### src/inc/rtcc_map.vh
// register offsets, field positions and reset values of the clock register slice
`ifndef RTCC_MAP_VH
`define RTCC_MAP_VH
`define RTCC_ADDR_W 4
`define RTCC_OFS_XFER0 4'h0
`define RTCC_OFS_XFER1 4'h1
`define RTCC_OFS_XFER2 4'h2
`define RTCC_OFS_XFER3 4'h3
`define RTCC_OFS_CTRL 4'h4
`define RTCC_OFS_SRC_SEL 4'h5
`define RTCC_OFS_CAP_CFG 4'h6
`define RTCC_OFS_PIN_CFG 4'h7
`define RTCC_OFS_MATCH0 4'h8
`define RTCC_OFS_MATCH1 4'h9
`define RTCC_OFS_MATCH2 4'ha
`define RTCC_OFS_MATCH3 4'hb
`define RTCC_OFS_IRQ_STAT 4'hc
`define RTCC_OFS_IRQ_MASK 4'hd
`define RTCC_CTRL_RUN 4
`define RTCC_CTRL_MATCH_EN 3
`define RTCC_CTRL_FLAG 2
`define RTCC_CTRL_LOAD 1
`define RTCC_CTRL_SNAP 0
`define RTCC_SRC_SEL_BIT 6
`define RTCC_CFG_STEP_EN 7
`define RTCC_CFG_AT_TARGET 6
`define RTCC_PIN_SHORT_BIT 7
`define RTCC_IRQ_MATCH 0
`define RTCC_IRQ_LOAD_DONE 1
`define RTCC_IRQ_SNAP_DONE 2
`define RTCC_IRQ_CAP_READY 3
`define RTCC_IRQ_W 4
`define RTCC_XFER_RST 8'h00
`define RTCC_PIN_RSVD_RST 7'h00
`define RTCC_STEP_INTERVAL 16'd64
`endif

### src/design/rtcc_cap_stepper.v
// load capacitance stepper: walks the applied code toward the target
`timescale 1ns/1ps
`include "rtcc_map.vh"
module rtcc_cap_stepper #(
  parameter CODE_W = 4,
  parameter [15:0] INTERVAL = `RTCC_STEP_INTERVAL
) (
  input wire core_clk_i,
  input wire srst_i,
  input wire step_en_i,
  input wire [CODE_W-1:0] target_i,
  output reg [CODE_W-1:0] applied_o,
  output reg at_target_o
);
  reg [15:0] tick_reg;
  wire tick = (tick_reg == INTERVAL - 16'd1);

  always @(posedge core_clk_i) begin
    if (srst_i) begin
      tick_reg <= 16'h0000;
      applied_o <= {CODE_W{1'b0}};
      at_target_o <= 1'b0;
    end else begin
      tick_reg <= tick ? 16'h0000 : tick_reg + 16'd1;
      if (!step_en_i) begin
        // stepping off: target applied at once
        applied_o <= target_i;
      end else if (tick && applied_o != target_i) begin
        if (applied_o < target_i)
          applied_o <= applied_o + {{(CODE_W-1){1'b0}}, 1'b1};
        else
          applied_o <= applied_o - {{(CODE_W-1){1'b0}}, 1'b1};
      end
      at_target_o <= (applied_o == target_i);
    end
  end
endmodule // rtcc_cap_stepper

### src/design/rtcc_timer.v
// 32-bit timer with load and snapshot handshakes and match compare
`timescale 1ns/1ps
`include "rtcc_map.vh"
module rtcc_timer #(
  parameter W = 32
) (
  input wire core_clk_i,
  input wire srst_i,
  input wire run_i,
  input wire load_i,
  input wire [W-1:0] load_val_i,
  input wire snap_i,
  input wire [W-1:0] match_val_i,
  output reg [W-1:0] count_o,
  output reg [W-1:0] snap_val_o,
  output reg load_done_o,
  output reg snap_done_o,
  output reg match_o
);
  always @(posedge core_clk_i) begin
    if (srst_i) begin
      count_o <= {W{1'b0}};
      snap_val_o <= {W{1'b0}};
      load_done_o <= 1'b0;
      snap_done_o <= 1'b0;
      match_o <= 1'b0;
    end else begin
      load_done_o <= load_i;
      snap_done_o <= snap_i;
      if (load_i)
        count_o <= load_val_i;
      else if (run_i)
        count_o <= count_o + {{(W-1){1'b0}}, 1'b1};
      if (snap_i)
        snap_val_o <= count_o;
      match_o <= (count_o == match_val_i);
    end
  end
endmodule // rtcc_timer

### src/design/rtcc_core.v
// clock register slice: transfer, match, capacitance and pin configuration registers
// Overview of operation
// - bit 7 of cap config enables stepping
// - bit 6 reads one once load matches target
// - bits 3:0 hold programmed target load code
// - cap config bits 5:4 read zero
// - pin config bit 7 shorts oscillator pins while source select is 0 (self-oscillate)
// - four transfer bytes form 32-bit value
// - transfers occur only on load/snapshot request
// - transfer byte 0 is least significant
// - match bytes at 0x08-0x0b, low first
// - load request self-clears when load done
// - snapshot request self-clears when copy done
// - source select 0 self-oscillate, 1 crystal
`timescale 1ns/1ps
`include "rtcc_map.vh"
module rtcc_core #(
  parameter CAP_RST = 4'h0,
  parameter PIN_RSVD_RST = `RTCC_PIN_RSVD_RST
) (
  input wire core_clk_i,
  input wire srst_i,
  input wire [3:0] addr_i,
  input wire [7:0] wdata_i,
  input wire wr_i,
  input wire rd_i,
  output reg [7:0] rdata_o,
  output reg irq_o,
  output reg osc_pin_short_o,
  output reg osc_source_sel_o,
  output reg [3:0] cap_applied_o,
  output reg match_event_flag_o
);
  reg [31:0] xfer_reg;
  reg [31:0] match_reg;
  reg run_reg;
  reg match_event_en_reg;
  reg match_event_flag_reg;
  reg timer_load_req_reg;
  reg timer_snapshot_req_reg;
  reg load_go_reg;
  reg snap_go_reg;
  reg osc_source_sel_reg;
  reg auto_cap_step_en_reg;
  reg [3:0] load_cap_target_reg;
  reg osc_pin_short_reg;
  reg [6:0] pin_rsvd_reg;
  reg [3:0] irq_stat_reg;
  reg [3:0] irq_mask_reg;
  reg cap_ready_d_reg;
  reg [7:0] rdata_next;
  reg [3:0] irq_stat_next;
  wire [31:0] count;
  wire [31:0] snap_val;
  wire load_done;
  wire snap_done;
  wire match_hit;
  wire [3:0] cap_applied;
  wire cap_at_target;
  wire [3:0] ev;

  wire wr_ctrl = wr_i && addr_i == `RTCC_OFS_CTRL;
  wire wr_stat = wr_i && addr_i == `RTCC_OFS_IRQ_STAT;
  wire match_set = match_event_en_reg && match_hit;
  wire [7:0] ctrl_rd = {3'b000, run_reg, match_event_en_reg, match_event_flag_reg,
    timer_load_req_reg, timer_snapshot_req_reg};

  rtcc_timer #(
    .W(32)
  ) u_timer (
    .core_clk_i(core_clk_i),
    .srst_i(srst_i),
    .run_i(run_reg),
    .load_i(load_go_reg),
    .load_val_i(xfer_reg),
    .snap_i(snap_go_reg),
    .match_val_i(match_reg),
    .count_o(count),
    .snap_val_o(snap_val),
    .load_done_o(load_done),
    .snap_done_o(snap_done),
    .match_o(match_hit)
  );

  rtcc_cap_stepper #(
    .CODE_W(4)
  ) u_stepper (
    .core_clk_i(core_clk_i),
    .srst_i(srst_i),
    .step_en_i(auto_cap_step_en_reg),
    .target_i(load_cap_target_reg),
    .applied_o(cap_applied),
    .at_target_o(cap_at_target)
  );

  // per-byte transfer and match writes
  genvar gi;
  generate
    for (gi = 0; gi < 4; gi = gi + 1) begin : g_byte
      always @(posedge core_clk_i) begin
        if (srst_i) begin
          xfer_reg[gi*8 +: 8] <= `RTCC_XFER_RST;
          match_reg[gi*8 +: 8] <= 8'h00;
        end else begin
          if (snap_done && timer_snapshot_req_reg)
            xfer_reg[gi*8 +: 8] <= snap_val[gi*8 +: 8];
          else if (wr_i && addr_i == gi)
            xfer_reg[gi*8 +: 8] <= wdata_i;
          if (wr_i && addr_i == `RTCC_OFS_MATCH0 + gi)
            match_reg[gi*8 +: 8] <= wdata_i;
        end
      end
    end
  endgenerate

  assign ev = {cap_at_target && !cap_ready_d_reg, snap_done, load_done, match_set};

  always @* begin
    irq_stat_next = irq_stat_reg;
    if (wr_stat)
      irq_stat_next = irq_stat_reg & ~wdata_i[3:0];
    irq_stat_next = irq_stat_next | ev;
  end

  always @* begin
    case (addr_i)
      `RTCC_OFS_XFER0: rdata_next = xfer_reg[7:0];
      `RTCC_OFS_XFER1: rdata_next = xfer_reg[15:8];
      `RTCC_OFS_XFER2: rdata_next = xfer_reg[23:16];
      `RTCC_OFS_XFER3: rdata_next = xfer_reg[31:24];
      `RTCC_OFS_CTRL: rdata_next = ctrl_rd;
      `RTCC_OFS_SRC_SEL: rdata_next = {1'b0, osc_source_sel_reg, 6'h00};
      `RTCC_OFS_CAP_CFG: rdata_next = {auto_cap_step_en_reg, cap_at_target,
        2'b00, load_cap_target_reg};
      `RTCC_OFS_PIN_CFG: rdata_next = {osc_pin_short_reg, pin_rsvd_reg};
      `RTCC_OFS_MATCH0: rdata_next = match_reg[7:0];
      `RTCC_OFS_MATCH1: rdata_next = match_reg[15:8];
      `RTCC_OFS_MATCH2: rdata_next = match_reg[23:16];
      `RTCC_OFS_MATCH3: rdata_next = match_reg[31:24];
      `RTCC_OFS_IRQ_STAT: rdata_next = {4'h0, irq_stat_reg};
      `RTCC_OFS_IRQ_MASK: rdata_next = {4'h0, irq_mask_reg};
      default: rdata_next = 8'h00;
    endcase
  end

  always @(posedge core_clk_i) begin
    if (srst_i) begin
      rdata_o <= 8'h00;
      irq_o <= 1'b0;
      osc_pin_short_o <= 1'b0;
      osc_source_sel_o <= 1'b0;
      cap_applied_o <= 4'h0;
      match_event_flag_o <= 1'b0;
      run_reg <= 1'b0;
      match_event_en_reg <= 1'b0;
      match_event_flag_reg <= 1'b0;
      timer_load_req_reg <= 1'b0;
      timer_snapshot_req_reg <= 1'b0;
      load_go_reg <= 1'b0;
      snap_go_reg <= 1'b0;
      osc_source_sel_reg <= 1'b0;
      auto_cap_step_en_reg <= 1'b0;
      load_cap_target_reg <= CAP_RST;
      osc_pin_short_reg <= 1'b0;
      pin_rsvd_reg <= PIN_RSVD_RST;
      irq_stat_reg <= 4'h0;
      irq_mask_reg <= 4'h0;
      cap_ready_d_reg <= 1'b0;
    end else begin
      rdata_o <= rd_i ? rdata_next : 8'h00;
      load_go_reg <= 1'b0;
      snap_go_reg <= 1'b0;
      cap_ready_d_reg <= cap_at_target;
      if (wr_ctrl) begin
        run_reg <= wdata_i[`RTCC_CTRL_RUN];
        match_event_en_reg <= wdata_i[`RTCC_CTRL_MATCH_EN];
        if (wdata_i[`RTCC_CTRL_LOAD] && !timer_load_req_reg) begin
          timer_load_req_reg <= 1'b1;
          load_go_reg <= 1'b1;
        end
        if (wdata_i[`RTCC_CTRL_SNAP] && !timer_snapshot_req_reg) begin
          timer_snapshot_req_reg <= 1'b1;
          snap_go_reg <= 1'b1;
        end
      end
      if (load_done)
        timer_load_req_reg <= 1'b0;
      if (snap_done)
        timer_snapshot_req_reg <= 1'b0;
      // control write clears the flag, a same-cycle match still sets it
      if (match_set)
        match_event_flag_reg <= 1'b1;
      else if (wr_ctrl)
        match_event_flag_reg <= 1'b0;
      if (wr_i && addr_i == `RTCC_OFS_SRC_SEL)
        osc_source_sel_reg <= wdata_i[`RTCC_SRC_SEL_BIT];
      if (wr_i && addr_i == `RTCC_OFS_CAP_CFG) begin
        auto_cap_step_en_reg <= wdata_i[`RTCC_CFG_STEP_EN];
        load_cap_target_reg <= wdata_i[3:0];
      end
      if (wr_i && addr_i == `RTCC_OFS_PIN_CFG) begin
        osc_pin_short_reg <= wdata_i[`RTCC_PIN_SHORT_BIT];
        pin_rsvd_reg <= wdata_i[6:0];
      end
      if (wr_i && addr_i == `RTCC_OFS_IRQ_MASK)
        irq_mask_reg <= wdata_i[3:0];
      irq_stat_reg <= irq_stat_next;
      irq_o <= |(irq_stat_next & irq_mask_reg);
      // pin short only applies in self-oscillate mode
      osc_pin_short_o <= osc_pin_short_reg && !osc_source_sel_reg;
      osc_source_sel_o <= osc_source_sel_reg;
      cap_applied_o <= cap_applied;
      match_event_flag_o <= match_event_flag_reg;
    end
  end
endmodule // rtcc_core

### config.mk
export PLATFORM = sky130hd
export DESIGN_NAME = rtcc_core
export DESIGN_NICKNAME = d
export VERILOG_FILES = /design/src/design/rtcc_cap_stepper.v /design/src/design/rtcc_timer.v /design/src/design/rtcc_core.v
export VERILOG_INCLUDE_DIRS = /design/src /design/src/inc
export SDC_FILE = /design/constraint.sdc
export NUM_CORES = 1
export LEC_CHECK = 0
export ABC_AREA = 1
export BUFFER_PORTS_ARGS = -buffer_cell sky130_fd_sc_hd__buf_2
export CAP_MARGIN = 5
export CORE_MARGIN = 2
export CORE_UTILIZATION = 65
export DETAILED_ROUTE_END_ITERATION = 16
export PLACE_DENSITY_LB_ADDON = 0.25
export SKIP_LAST_GASP = 1
export SYNTH_ARGS = -nofsm -noshare
export SYNTH_HDL_FRONTEND = slang
export SYNTH_HIERARCHICAL = 1
export SYNTH_SLANG_ARGS = --single-unit
### constraint.sdc
create_clock -name core_clk_i -period 3.6 [get_ports core_clk_i]
set_clock_uncertainty 0.2 [all_clocks]
set_input_delay 0.36 -clock core_clk_i [delete_from_list [all_inputs] [get_ports core_clk_i]]
set_output_delay 0.36 -clock core_clk_i [all_outputs]
set_load 0.1 [all_outputs]
== After elaboration in Yosys (flattened, before gate mapping) ==
Index checks and enable logic that the tools add are counted.
Word-level totals
  word-level logic and storage cells: 125
  register bits: 198
  bits of input ports: 16
  output and inout port bits: 16
Cells by class
  mux-type cells: 19
  bitwise gates (word level): 6
  reductions and logical operators: 40
  add/sub/neg operators: 4
  equal/unequal tests: 18
  order comparisons: 1
Operators with widths (count)
  $pmux 8 s14: 1
  $mux 32: 2
  $mux 8: 8
  $add 32x1->32 const B: 1
  $eq 32x32->1: 1
  $eq 4x4->1 const B: 6
  $logic_and 1x1->1: 21
  $add 16x1->16 const B: 1
  $eq 16x6->1 const B: 1
  $eq 4x3->1 const B: 4
  $mux 4: 4
  $reduce_bool 2->1: 6
  $reduce_or 2->1: 5
  $and 4x4->4: 2
  $eq 4x2->1 const B: 2
  $add 4x1->4 const B: 1
  $eq 4x1->1 const B: 1
  $eq 4x4->1: 1
  $logic_not 1->1: 4
  $logic_not 4->1: 1
  $lt 4x4->1: 1
  $mux 1: 4
  $ne 4x4->1: 1
  $not 4->4: 1
  other kinds (6): 8

== Depth between registers and ports, before layout ==
  depth after elaboration: 6
  gate-level depth with buffers: 17
  depth with buffers taken out: 17

== Cells and area by module ==
The synthesis kept the hierarchy.
Modules (own cells, without submodules)
  rtcc_core: times used 1, cells each 678, seq. area each 2202.1 um^2, area an instance 4907.2 um^2
  rtcc_timer: times used 1, cells each 543, seq. area each 1341.3 um^2, area an instance 3691.0 um^2
  rtcc_cap_stepper: times used 1, cells each 181, seq. area each 420.4 um^2, area an instance 1267.5 um^2

== Least setup slack after synthesis ==
OpenSTA, ideal clock, no wires.
  path type: register to register
  from: register load_cap_target_reg[3]
  to: register u_stepper.applied_o[3]
  buffers on the path: 0
  setup slack: 1.514 ns
  data arrival time: 1.774 ns
  required time: 3.289 ns
  stages on the path, launching flop included: 17
  library setup time: 0.111 ns
  period minus slack after synthesis: 2.086 ns
  cells stage by stage: dfxtp_1 inv_1 ha_1 nand2_1 inv_1 nand2_1 nand2_1 ha_1 nand3_1 nand3_1 nand2_1 nand2_1 nand2_1 nand2_1 nor2_1 nor2_1 nor2_1
Between the ends
  cells in the longest elaborated chain, start to end: 4
  elaborated cells between the ends (all ways): 7
  those cells by class: order compare (1); eq/ne (2); mux (3); reduce/logical (1)
RTL lines
  start: declaration: RTL line rtcc_core.v:45  | reg [3:0] load_cap_target_reg;
  start signal: assignment: RTL line rtcc_core.v:199  | load_cap_target_reg <= wdata_i[3:0];
  $lt 4x4->1: RTL line rtcc_cap_stepper.v:29  | if (applied_o < target_i)
  $mux 4: RTL line rtcc_cap_stepper.v:29
  $mux 4: RTL line rtcc_cap_stepper.v:28  | end else if (tick && applied_o != target_i) begin
  $mux 4: RTL line rtcc_cap_stepper.v:25  | if (!step_en_i) begin
  end signal: assignment: RTL line rtcc_cap_stepper.v:27  | applied_o <= target_i;
  end signal: assignment: RTL line rtcc_cap_stepper.v:30  | applied_o <= applied_o + {{(CODE_W-1){1'b0}}, 1'b1};
  end signal: assignment: RTL line rtcc_cap_stepper.v:32  | applied_o <= applied_o - {{(CODE_W-1){1'b0}}, 1'b1};
  end: declaration: RTL line rtcc_cap_stepper.v:12  | output reg [CODE_W-1:0] applied_o,
Parallel ways exist; a longest one is shown, timed or not. The select of a mux whose other input is x is not followed.
A chain may end at the register's enable or synchronous reset.

== Worst setup path after layout ==
Same ends and word-level chain as after synthesis.

==> impl_metrics.toml <==
[status]
outcome = "finished, final reports clean"

[setup_path]
crit_arrival_ns = 2.42
required_ns = 3.71
worstSetupPathType = "reg2reg"
worstPathCellList = "inv_1 -> ha_1 -> nand2_1 -> inv_1 -> nand2_1 -> nand2_1 -> ha_1 -> nand3_1 -> nand3_1 -> nand2_1 -> nand2_1 -> nand2_1 -> nand2_1 -> nor2_1 -> nor2_1 -> nor2_1"
critPathMaxFanout = 5
max_stage_delay_ns = 0.38
r2r_cells = 16
cp-end-kind = "flip-flop"
cp_common_cell = "nand2_1"
cp-start-kind = "flip-flop"
critPathSlowestCell = "dfxtp_1"

[drt]
drtIter0Drc = 1610
drt-pass1-iter-count = 6
wirelength_um = 31100
dr_total_vias = 9987
drc = 0
post_drt_via_cell_ratio = 6.25
antenna_left = 0
wl_per_cell_um = 19.5

[layout]
antenna_cells = 0
nNetsFinal = 1421
syn2layout_area_growth_pct = 7.44
stdcell_area_um2 = 10600
finalNonFillerCells = 1597
drive_gt1_share_pct = 10.2

[yosys]
ys.flop_type = "dfxtp_1"
synth_cells = 1402
synth-adder-area-share_pct = 1.22
ys_ff_latch = 198
yosysSeqAreaShare_pct = 40.2
yosys.area_share.simple_pct = 30.4
synth.area.mux_share_pct = 0
avgSynthCellArea_um2 = 7.04
synth_top_cell_area_share_pct = 40.2
ys_types = 41
synth-edff-count = 0
synth.area.top_cells = "dfxtp_1, nand2_1, nand3_1"
synth_compound_area_share_pct = 17.5
synth_top_cell_by_area = "dfxtp_1"
synth_top_family_by_area = "simple AND/OR/NAND/NOR gates"
synthArstFlopShare_pct = 0
synth_fp_nets = 1427
synth_area_um2 = 9870
synth_warnings = 6
synthXorXnorAreaFrac_pct = 2.56

[sta]
period_needed_ns = 2.31
rsz0062_at_grt = "no"
layout_setup_ws_ns = 1.29
tns_ns = 0
relSlewSlack_pct = 11.8
setup_violations = 0
min_period_over_period_pct = 64.1
fmax_ghz = 0.433
finalMaxSlewViolations = 0
worst_pin_slew_ns = 1.32
hold_viol = 0

[worst_hold_path]
holdPathStages = 3
hp-class = "in2reg"

[die]
ios = 32
fp.dieW_um = 127
num_rows = 45
dieArea_um2 = 16200
start_util_pct = 65.6
dieHeight_um = 127
core_area_um2 = 15000

[clock_tree]
insertion_delay_ns = 0.44
cts_sinks = 198
postCtsHoldBufs = 0
cts_buffers = 17
cts_root_buffer = "clkbuf_16"
h-tree-depth = 4
cts_tree = "yes"
clk_path_buf_depth = 2
clk_pin_slew_ns = 0.07
post_cts_resized = 0
post_cts.repair.setup_buffers = 0

[placed_design]
port_buffers = 31
gp_congestion = 0.986
place_ws_ns = 1.32
dp_cells = 1565
hpwlAfterDp_um = 21200
placed_area_um2 = 10000

[pwr]
vdd_drop_max_uv = 385
powerDensity_nw_per_um2 = 419
leakage_nw = 4.13

[global_routing]
antenna_found_initial = 0
grt-ovfl-total = 0
grt_pass1_wl_um = 49400
grt_use_total_pct = 39.1
grt_max_degree = 52
grt_pass1_vias = 9253

[flow_run]
drv_cap = 0
## Yosys cell counts, types with 2 or more instances
cell type and instances:
o22ai_1 8, inv_2 9, nor2_8 3, o21ai_1 13, nor3_2 2, xnor2_1 9
o21ai_0 113, nor3_4 2, inv_1 121, a31oi_1 37, or2_2 2, clkbuf_1 35
ha_1 8, buf_2 20, nor2_1 129, nand4_1 15, nand2_1 306, nor4_1 4
nor2_2 11, a21oi_1 117, and3_2 2, buf_6 5, nand2_2 19, nand2_4 4
a22oi_1 23, nand3_1 128, a21oi_2 3, buf_4 3, nor3_1 12, xor2_1 18
dfxtp_1 198, nor2_4 14
## through the flow
step                      total power, mW  hold WS, ns  util, %
after CTS                            4.43       0.0580     70.5
after global placement               2.54        0.229     66.6
after global routing                 4.56       0.0802     70.5
after detailed placement             2.54        0.241     66.6
after floorplan                      2.46        0.214        -
final                                4.44       0.0723     70.5
## routing by layer
metal / wire length, um / track usage, % / up-vias / part of all wire (%)
met4: 1480 / 17.8 / 0 / 4.8
met2: 14000 / 62.2 / 698 / 45
met3: 3690 / 7.83 / 130 / 12
met5: 0 / 0 / - / 0
li1: - / - / 4630 / -
met1: 12000 / 51.5 / 4529 / 38
## cell usage in the layout (no fill, tap or decap), drive strengths merged, types with 6 or more instances in the layout
master | Yosys | routed
clkinv | 0 | 6
ha | 8 | 8
nand2 | 329 | 329
o22ai | 8 | 8
nand3 | 129 | 129
xnor2 | 9 | 9
nor2 | 157 | 157
inv | 130 | 131
nand4 | 15 | 15
a22oi | 23 | 23
clkbuf | 36 | 22
buf | 29 | 40
dfxtp | 198 | 198
a21oi | 120 | 120
xor2 | 19 | 19
nor3 | 16 | 16
a31oi | 37 | 37
o21ai | 126 | 126
## layout make-up
class / count / area [um2]
clock buffers: 22 / 474
well taps: 188 / 235
repair buffers: 40 / 223
fillers: 1238 / 4430
clock inverters: 10 / 121
inverters: 130 / 488
flip-flops and latches: 198 / 3960
multi-input cells: 1009 / 5090
## path summary, 6_finish.rpt
path,start,endpoint,slack [ns]
max,load_cap_target_reg[3]$_SDFFE_PP0P_,u_stepper/applied_o[3]$_SDFFE_PP0P_,1.29
min,wdata_i[5],match_reg[5]$_SDFFE_PP0P_,0.07
min reg2reg,u_stepper/tick_reg[0]$_SDFF_PP0_,u_stepper/tick_reg[0]$_SDFF_PP0_,0.25
max reg2reg,load_cap_target_reg[3]$_SDFFE_PP0P_,u_stepper/applied_o[3]$_SDFFE_PP0P_,1.29
## report_power, final
part	switching [mW]	internal, mW	total [mW]
registers	0.0253	2.22	2.25
clock network	0.855	1.08	1.94
logic	0.195	0.0613	0.256
total	1.08	3.37	4.44
## cells by family (layout without fill, tap and decap cells)
family | Yosys count | in the layout
and+or+nand+nor | 655 | 655
AOI/OAI and AO/OA | 317 | 317
DFF | 198 | 198
buffers and inverters | 195 | 202
xor gates and xnor gates | 28 | 28
adders and majority gates | 9 | 9
## critical path, delay by kind of cell (launching register included)
kind                     cells  cell delay, ns
AND/OR/NAND/NOR             12            0.84
adder cells (fa/ha/maj)      2            0.66
flip-flops                   1            0.38
buffers and inverters        2            0.11
(Power assumes the default switching activity.)
